--- src/rtl/ioacc_pkg.sv ---
// Constants and types for the I/O-read and accumulator command block.
// Assumes a single 40 MHz clock domain and nine-byte command frames.
package ioacc_pkg;
    // ****************************************
    // Frame and command codes
    // ****************************************
    localparam logic [7:0] OP_READ_IO     = 8'h0F;
    localparam logic [7:0] OP_ARITH       = 8'h13;
    localparam logic [7:0] OP_COMPARE     = 8'h14;
    localparam logic [7:0] STATUS_OK      = 8'h64;
    localparam logic [7:0] STATUS_BAD_CMD = 8'h02;
    localparam logic [7:0] MODULE_ADDR    = 8'h01;
    localparam logic [7:0] HOST_ADDR      = 8'h02;
    localparam logic [3:0] LAST_IDX       = 4'h8;
    // ****************************************
    // Banks and ports
    // ****************************************
    localparam logic [7:0] BANK_DIGITAL   = 8'h00;
    localparam logic [7:0] BANK_ANALOG    = 8'h01;
    localparam logic [7:0] BANK_OUTPUTS   = 8'h02;
    localparam logic [7:0] PORT_ALL       = 8'hFF;
    localparam logic [7:0] PORT_SUPPLY    = 8'h08;
    localparam logic [7:0] PORT_LAST_IN   = 8'h03;
    localparam logic [7:0] PORT_LAST_OUT  = 8'h01;
    // ****************************************
    // Arithmetic operations
    // ****************************************
    localparam logic [7:0] AR_ADD  = 8'h00;
    localparam logic [7:0] AR_SUB  = 8'h01;
    localparam logic [7:0] AR_MUL  = 8'h02;
    localparam logic [7:0] AR_DIV  = 8'h03;
    localparam logic [7:0] AR_MODULO = 8'h04;
    localparam logic [7:0] AR_AND  = 8'h05;
    localparam logic [7:0] AR_OR   = 8'h06;
    localparam logic [7:0] AR_XOR  = 8'h07;
    localparam logic [7:0] AR_NOT  = 8'h08;
    localparam logic [7:0] AR_LOAD = 8'h09;
    // ****************************************
    // Jump conditions and reset values
    // ****************************************
    localparam logic [2:0] CND_ZE = 3'h0;
    localparam logic [2:0] CND_NZ = 3'h1;
    localparam logic [2:0] CND_EQ = 3'h2;
    localparam logic [2:0] CND_NE = 3'h3;
    localparam logic [2:0] CND_GT = 3'h4;
    localparam logic [2:0] CND_GE = 3'h5;
    localparam logic [2:0] CND_LT = 3'h6;
    localparam logic [2:0] CND_LE = 3'h7;
    localparam logic [31:0] ACC_RESET = 32'h0;

    typedef struct packed {
        logic [7:0]         opcode;
        logic [7:0]         sel;
        logic [7:0]         bank;
        logic signed [31:0] value;
    } ioacc_cmd_type;

    typedef struct packed {
        logic zero;
        logic equal;
        logic greater;
        logic lower;
    } ioacc_flags_type;
endpackage

--- src/rtl/ioacc_core.sv ---
// Command interpreter for input reads, accumulator arithmetic and compare.
// Assumes host bytes and program instructions synchronous to i_clk.
//
// Overview of operation
// - Read-input code 15, port, bank 0-2
// - Digital reads 0/1, analog 0 to 4095
// - Stored-program read copies value into accumulator
// - Direct read replies only, accumulator kept
// - Read reply status 100 with port state
// - Reply: host, target, status, code, value, sum
// - Bank 0 ports 0-3 give input bits
// - Port 255 bank 0 gives all inputs
// - Analog line readable in analog bank only
// - Bank 1 port 0 gives analog sample
// - Bank 1 port 8 gives supply voltage
// - Bank 2 ports 0-1 give output states
// - Arithmetic code 19, operand in value
// - Type selects one of ten operations
// - Arithmetic result written to accumulator
// - Direct arithmetic replies 100 with operand
// - Compare code 20 against value operand
// - Compare updates arithmetic status flags
// - Jump conditions zero through lower-or-equal
`timescale 1ns/1ps
`default_nettype none
module ioacc_core
    import ioacc_pkg::*;
(
    input  wire logic                    i_clk,
    input  wire logic                    i_rstn,
    input  wire logic                    i_rx_valid,
    input  wire logic [7:0]              i_rx_byte,
    output var  logic                    o_rx_ready,
    output var  logic                    o_tx_valid,
    output var  logic [7:0]              o_tx_byte,
    input  wire logic                    i_tx_ready,
    input  wire logic                    i_prog_valid,
    input  wire ioacc_pkg::ioacc_cmd_type i_prog_cmd,
    output var  logic                    o_prog_ack,
    input  wire logic [3:0]              i_gen_in,
    input  wire logic [11:0]             i_adc_in0,
    input  wire logic [15:0]             i_supply_dv,
    input  wire logic [1:0]              i_out_state,
    input  wire logic [2:0]              i_cond_sel,
    output var  logic                    o_cond_met,
    output var  logic signed [31:0]      o_acc,
    output var  ioacc_pkg::ioacc_flags_type o_flags
);
    import ioacc_pkg::*;

    typedef enum logic {ST_RECEIVE, ST_REPLY} ioacc_state_type;

    // ****************************************
    // Receive side
    // ****************************************
    logic [7:0]      rx_buf [0:7];
    logic [7:0]      next_rx_buf [0:7];
    logic [3:0]      rx_cnt;
    logic [3:0]      next_rx_cnt;
    logic [7:0]      rx_sum;
    logic            rx_take;
    logic            rx_last;
    logic            frame_ok;
    ioacc_cmd_type   host_cmd;

    always_comb begin
        rx_sum = 8'h00;
        for (int i = 0; i < 8; i++) begin
            rx_sum = rx_sum + rx_buf[i];
        end
        rx_take  = i_rx_valid && o_rx_ready;
        rx_last  = rx_take && (rx_cnt == LAST_IDX);
        frame_ok = rx_last && (rx_sum == i_rx_byte)
                   && (rx_buf[0] == MODULE_ADDR);
        host_cmd = {rx_buf[1], rx_buf[2], rx_buf[3],
                    rx_buf[4], rx_buf[5], rx_buf[6], rx_buf[7]};
        next_rx_buf = rx_buf;
        next_rx_cnt = rx_cnt;
        if (rx_take) begin
            if (rx_last) begin
                next_rx_cnt = 4'h0;
            end else begin
                next_rx_buf[rx_cnt[2:0]] = i_rx_byte;
                next_rx_cnt = rx_cnt + 4'h1;
            end
        end
    end

    always_ff @(posedge i_clk or negedge i_rstn) begin
        if (!i_rstn) begin
            rx_cnt <= 4'h0;
            for (int i = 0; i < 8; i++) begin
                rx_buf[i] <= 8'h00;
            end
        end else begin
            rx_cnt <= next_rx_cnt;
            rx_buf <= next_rx_buf;
        end
    end

    // ****************************************
    // Execution
    // ****************************************
    ioacc_state_type state;
    ioacc_state_type next_state;
    logic            prog_take;
    logic            exec_go;
    logic            exec_stored;
    ioacc_cmd_type   cmd;
    logic [31:0]     rd_value;
    logic signed [31:0] arith;
    logic signed [31:0] next_acc;
    ioacc_flags_type next_flags;
    logic [7:0]      status;
    logic [31:0]     rep_value;
    logic            next_cond_met;
    logic            next_prog_ack;

    always_comb begin
        prog_take   = i_prog_valid && (state == ST_RECEIVE) && !rx_last;
        exec_go     = frame_ok || prog_take;
        exec_stored = !frame_ok;
        cmd         = frame_ok ? host_cmd : i_prog_cmd;
        rd_value    = 32'h0;
        case (cmd.bank)
            BANK_DIGITAL: begin
                if (cmd.sel == PORT_ALL) begin
                    rd_value = {28'h0, i_gen_in};
                end else if (cmd.sel <= PORT_LAST_IN) begin
                    rd_value = {31'h0, i_gen_in[cmd.sel[1:0]]};
                end
            end
            BANK_ANALOG: begin
                if (cmd.sel == 8'h00) begin
                    rd_value = {20'h0, i_adc_in0};
                end else if (cmd.sel == PORT_SUPPLY) begin
                    rd_value = {16'h0, i_supply_dv};
                end
            end
            BANK_OUTPUTS: begin
                if (cmd.sel <= PORT_LAST_OUT) begin
                    rd_value = {31'h0, i_out_state[cmd.sel[0]]};
                end
            end
            default: rd_value = 32'h0;
        endcase
        arith = o_acc;
        case (cmd.sel)
            AR_ADD:  arith = o_acc + cmd.value;
            AR_SUB:  arith = o_acc - cmd.value;
            AR_MUL:  arith = o_acc * cmd.value;
            AR_DIV:  arith = (cmd.value == 0) ? o_acc : o_acc / cmd.value;
            AR_MODULO: arith = (cmd.value == 0) ? o_acc : o_acc % cmd.value;
            AR_AND:  arith = o_acc & cmd.value;
            AR_OR:   arith = o_acc | cmd.value;
            AR_XOR:  arith = o_acc ^ cmd.value;
            AR_NOT:  arith = ~o_acc;
            AR_LOAD: arith = cmd.value;
            default: arith = o_acc;
        endcase
        next_acc   = o_acc;
        next_flags = o_flags;
        status     = STATUS_OK;
        rep_value  = cmd.value;
        if (exec_go) begin
            case (cmd.opcode)
                OP_READ_IO: begin
                    rep_value = rd_value;
                    if (exec_stored) begin
                        next_acc = rd_value;
                    end
                end
                OP_ARITH: begin
                    if (cmd.sel > AR_LOAD) begin
                        status = STATUS_BAD_CMD;
                    end
                    next_acc = arith;
                end
                OP_COMPARE: begin
                    next_flags.zero    = (o_acc == cmd.value);
                    next_flags.equal   = (o_acc == cmd.value);
                    next_flags.greater = (o_acc > cmd.value);
                    next_flags.lower   = (o_acc < cmd.value);
                end
                default: status = STATUS_BAD_CMD;
            endcase
        end
        case (i_cond_sel)
            CND_ZE: next_cond_met = o_flags.zero;
            CND_NZ: next_cond_met = !o_flags.zero;
            CND_EQ: next_cond_met = o_flags.equal;
            CND_NE: next_cond_met = !o_flags.equal;
            CND_GT: next_cond_met = o_flags.greater;
            CND_GE: next_cond_met = o_flags.greater || o_flags.equal;
            CND_LT: next_cond_met = o_flags.lower;
            CND_LE: next_cond_met = o_flags.lower || o_flags.equal;
            default: next_cond_met = 1'b0;
        endcase
        next_prog_ack = prog_take;
    end

    always_ff @(posedge i_clk or negedge i_rstn) begin
        if (!i_rstn) begin
            o_acc      <= ACC_RESET;
            o_flags    <= '0;
            o_cond_met <= 1'b0;
            o_prog_ack <= 1'b0;
        end else begin
            o_acc      <= next_acc;
            o_flags    <= next_flags;
            o_cond_met <= next_cond_met;
            o_prog_ack <= next_prog_ack;
        end
    end

    // ****************************************
    // Reply side
    // ****************************************
    logic [7:0]      tx_buf [0:8];
    logic [7:0]      next_tx_buf [0:8];
    logic [3:0]      tx_cnt;
    logic [3:0]      next_tx_cnt;
    logic [7:0]      tx_sum;
    logic            next_rx_ready;
    logic            next_tx_valid;

    always_comb begin
        next_tx_buf = tx_buf;
        next_tx_cnt = tx_cnt;
        next_state  = state;
        next_tx_buf[0] = HOST_ADDR;
        next_tx_buf[1] = MODULE_ADDR;
        next_tx_buf[2] = status;
        next_tx_buf[3] = cmd.opcode;
        next_tx_buf[4] = rep_value[31:24];
        next_tx_buf[5] = rep_value[23:16];
        next_tx_buf[6] = rep_value[15:8];
        next_tx_buf[7] = rep_value[7:0];
        tx_sum = 8'h00;
        for (int i = 0; i < 8; i++) begin
            tx_sum = tx_sum + next_tx_buf[i];
        end
        next_tx_buf[8] = tx_sum;
        if (state == ST_RECEIVE) begin
            if (!frame_ok) begin
                next_tx_buf = tx_buf;
            end else begin
                next_tx_cnt = 4'h0;
                next_state  = ST_REPLY;
            end
        end else begin
            next_tx_buf = tx_buf;
            if (i_tx_ready) begin
                for (int i = 0; i < 8; i++) begin
                    next_tx_buf[i] = tx_buf[i + 1];
                end
                next_tx_cnt = tx_cnt + 4'h1;
                if (tx_cnt == LAST_IDX) begin
                    next_state = ST_RECEIVE;
                end
            end
        end
        next_rx_ready = (next_state == ST_RECEIVE);
        next_tx_valid = (next_state == ST_REPLY);
    end

    always_ff @(posedge i_clk or negedge i_rstn) begin
        if (!i_rstn) begin
            state      <= ST_RECEIVE;
            tx_cnt     <= 4'h0;
            o_rx_ready <= 1'b1;
            o_tx_valid <= 1'b0;
            for (int i = 0; i < 9; i++) begin
                tx_buf[i] <= 8'h00;
            end
        end else begin
            state      <= next_state;
            tx_cnt     <= next_tx_cnt;
            o_rx_ready <= next_rx_ready;
            o_tx_valid <= next_tx_valid;
            tx_buf     <= next_tx_buf;
        end
    end

    assign o_tx_byte = tx_buf[0];
endmodule
`default_nettype wire

--- config.mk ---
export PLATFORM = sky130hd
export DESIGN_NAME = ioacc_core
export DESIGN_NICKNAME = d
export VERILOG_FILES = /design/src/rtl/ioacc_pkg.sv /design/src/rtl/ioacc_core.sv
export SDC_FILE = /design/constraint.sdc
export NUM_CORES = 2
export LEC_CHECK = 0
export ABC_CLOCK_PERIOD_IN_PS = 97700
export BUFFER_PORTS_ARGS = -buffer_cell sky130_fd_sc_hd__buf_2
export CAP_MARGIN = 20
export CORE_ASPECT_RATIO = 1.4
export CORE_MARGIN = 2
export CORE_UTILIZATION = 55
export CTS_CLUSTER_DIAMETER = 80
export DETAILED_ROUTE_END_ITERATION = 8
export GPL_TIMING_DRIVEN = 0
export PLACE_DENSITY = 0.74
export SYNTH_ARGS = -nofsm -noshare
export SYNTH_HDL_FRONTEND = slang
export SYNTH_SLANG_ARGS = --single-unit
--- constraint.sdc ---
create_clock -name i_clk -period 97.7 [get_ports i_clk]
set_input_delay 4.885 -clock i_clk [delete_from_list [all_inputs] [get_ports i_clk]]
set_output_delay 4.885 -clock i_clk [all_outputs]
set_load 0.1 [all_outputs]
==> results.py <==
metrics = {
    "outcome": {
        "outcome": "complete, but fails checks",
        "violations": "capacitance limit, slew limit",
    },
    "route": {
        "routedWlPerCell_um": 31.3,
        "wirelength_um": 347000,
        "ant_nets": 0,
        "num_vias": 77316,
        "drt_iter0_markers": 9827,
        "drc": 0,
        "firstDrtPassIters": 9,
        "via_per_inst": 6.95,
    },
    "floorplan": {
        "core_area_sq_um": 120000,
        "num_rows": 150,
        "fp.dieH_um": 415,
        "start_util_pct": 55.6,
        "die_width_um": 298,
        "io_pins": 154,
        "die_area_sq_um": 124000,
    },
    "synthesis": {
        "ys_types": 113,
        "syn_nets": 10509,
        "synthTopCellsByArea": "ha_1 15%, fa_1 14%, dfrtp_1 6.9%",
        "syn_avg_cell_area_sq_um": 7.28,
        "synthArstFlopShare_pct": 100,
        "yosysTopAreaCellShare_pct": 15.1,
        "ys_warn_count": 0,
        "ys_seq_area_share_pct": 6.89,
        "synth_ff_type": "dfrtp_1",
        "synth_area_leader_cell": "ha_1",
        "synth_edf_count": 0,
        "ys_seq_elements": 183,
        "netlist_instances": 9126,
        "netlist_area_sq_um": 66400,
    },
    "clock_tree": {
        "clk_pin_slew_worst_paths_ns": 0.16,
        "cts_hold_buffers": 0,
        "cts-root-buf": "clkbuf_16",
        "cts_tree": "built",
        "numCtsBuffers": 17,
        "htree_levels": 4,
        "clk_path_buf_depth": 2,
        "clkLatencyLatePin_ns": 0.53,
        "clock-sinks": 183,
    },
    "global_routing": {
        "grt_antenna_before_repair": 27,
        "grt_max_degree": 122,
        "overflow": 0,
        "track_usage_pct": 54.3,
        "grt_pass1_wl_um": 494000,
        "grt_pass1_vias": 75235,
    },
    "sta": {
        "clock.fmax_mhz": 10.4,
        "slew_headroom_pct": -3.28,
        "worst_slew_pin_slew_ns": 1.55,
        "timing_hold_violations_final": 0,
        "slew_viol_final": 8,
        "setup-tns-final_ns": 0,
        "period_share_pct": 98.1,
        "fin_skew_ns": 0.0808,
        "setup_viol": 0,
        "final.min_clock_period_ns": 95.82,
    },
    "place": {
        "gp_congestion": 1.15,
        "port-buffer-count": 143,
        "placedCellCount": 10928,
        "placed_area_sq_um": 70300,
        "dpl.hpwl_um": 276000,
    },
    "final_layout": {
        "fin_cells": 11117,
        "area_growth_pct": 12.2,
        "drive_gt1_share_pct": 11.5,
        "mostFrequentLayoutCell": "nand2_1",
        "nFillCells": 11078,
        "mostFrequentLayoutCells": "1157 x nand2_1, 955 x nor2_1, 855 x inv_1, 800 x ha_1, 607 x a21oi_1",
        "post-route-cell-area_sq_um": 74600,
        "fin_nets": 10866,
    },
    "hold_path": {
        "hold_path.class": "reg -> reg",
    },
    "setup_path": {
        "critPathRequiredTime_ns": 98.14,
        "slowest_delay_ns": 0.73,
        "path_class": "in -> reg",
        "worst_ep_arrival_time_ns": 96.25,
        "slowest_stage": "a2111oi_1",
        "path_common_cell": "ha_1",
        "critPathLaunchType": "input pin",
        "critPathMaxFanout": 13,
        "cp-end-kind": "register",
    },
    "pwr": {
        "power_per_cell_area_nw_per_um2": 32.1,
        "leakagePower_nw": 34.8,
        "vdd.ir_drop.worst_v": 0.000104,
    },
    "run": {
        "cap_violations": 2,
    },
}
## what timing repair did
item,4_1_cts,5_1_grt
gates cloned,0,0
setup endpoints to repair,32,32
gates resized for setup,428,289
setup buffers,68,65
pin swaps,52,82
## synthesized netlist by cell type (18+ instances only)
cell,number
nand2_1,1178
nor2_1,993
inv_1,860
ha_1,803
a21oi_1,638
fa_1,474
o21ai_0,464
xnor2_1,442
clkbuf_1,313
nor3_1,241
xor2_1,199
a21o_1,189
dfrtp_1,182
nand3_1,166
o21a_1,144
mux2_2,109
a31oi_1,106
nor2b_1,98
or3_1,82
nand4_1,79
mux2i_1,76
nand2b_1,73
a211oi_1,68
nor4_1,64
or2_2,64
o211ai_1,61
and3_1,56
o31ai_1,54
and2_1,51
a22oi_1,50
o22ai_1,50
o21bai_1,47
a221oi_1,41
buf_1,34
o221ai_1,33
a31o_2,26
or4_1,26
a211o_1,24
o31a_1,23
buf_2,21
a21boi_0,20
o2111ai_1,19
a2111oi_0,18
a221o_1,18
## sequential cells by signal, summed over array words and instances (netlist names)
signal / flops
o_flags: 3
tx_cnt: 4
rx_buf: 8
o_tx_byte: 8
host_cmd: 56
rx_cnt: 4
o_acc: 32
tx_buf: 64
state: 1
o_rx_ready: 1
o_cond_met: 1
o_prog_ack: 1
## worst max-delay path: cells and delay by family
kind,cells,cell delay [ns]
xor gates and xnor gates,5,1.15
buffers and inverters,58,12.70
adders and majority gates,33,9.74
AOI/OAI and AO/OA,189,41.80
and+or+nand+nor,123,24.61
muxes,3,0.95
## layer usage
metal	GRT usage, %	vias up	routed length, um
met4	58.5	16	48100
met5	0.625	-	234
met2	82.1	6062	145000
met3	17.3	2394	42500
li1	-	32516	-
met1	57.2	36328	112000
## cells by family after synthesis
family,share of synthesized area (%)
XOR/XNOR,8.58
flip-flops,6.89
buffers and inverters,7.26
multiplexers,3.06
AO/OA/AOI/OAI,22.5
adder cells (fa/ha/maj),29.4
AND/OR/NAND/NOR,22.3
## area by class of cell
type                            instances  area (sq um)  share of cell area [%]
Antenna cell                           25          62.6                  0.0839
Buffer                                374          1900                    2.55
Clock buffer                           17           425                   0.570
Clock inverter                         15           233                   0.312
Inverter                              884          3330                    4.46
Multi-Input combinational cell       7678         59300                    79.5
Sequential cell                       183          4580                    6.14
Tap cell                             1596          2000                    2.68
Timing Repair Buffer                  345          2730                    3.66
## power by group
group	switching (mW)	leakage, nW	internal, mW
Clock	0.0434	0.315	0.0385
Combinational	1.40	32.1	0.788
Sequential	0.0289	2.35	0.0915
Total	1.47	34.8	0.918
## worst paths after layout
| check | start | to | slack [ns] | cells past startpoint |
|---|---|---|---|---|
| setup / recovery | i_rx_byte[7] | o_acc[28] | 1.88 | 411 |
| min in group asynchronous | i_rstn | o_acc[29] | 4.36 | 1 |
| hold reg to reg | tx_buf[63] | o_tx_byte[7] | 0.49 | 2 |
| setup reg to reg | host_cmd[20] | o_acc[28] | 3.20 | 419 |
| hold / removal | tx_buf[63] | o_tx_byte[7] | 0.49 | 2 |
| max in group asynchronous | i_rstn | o_acc[10] | 92.28 | 2 |
## per-stage QoR
step	power, mW	hold slack (ns)	worst slack [ns]	utilization, %
2_1_floorplan	1.37	0.439	3.65	-
3_3_place_gp	1.98	0.453	-38.39	57.9
3_5_place_dp	2.05	0.462	-32.90	58.8
4_1_cts	2.24	0.489	0.0457	61.0
5_1_grt	2.50	0.510	-0.525	62.3
6_report	2.39	0.489	1.88	62.4
(Power assumes the default switching activity.)
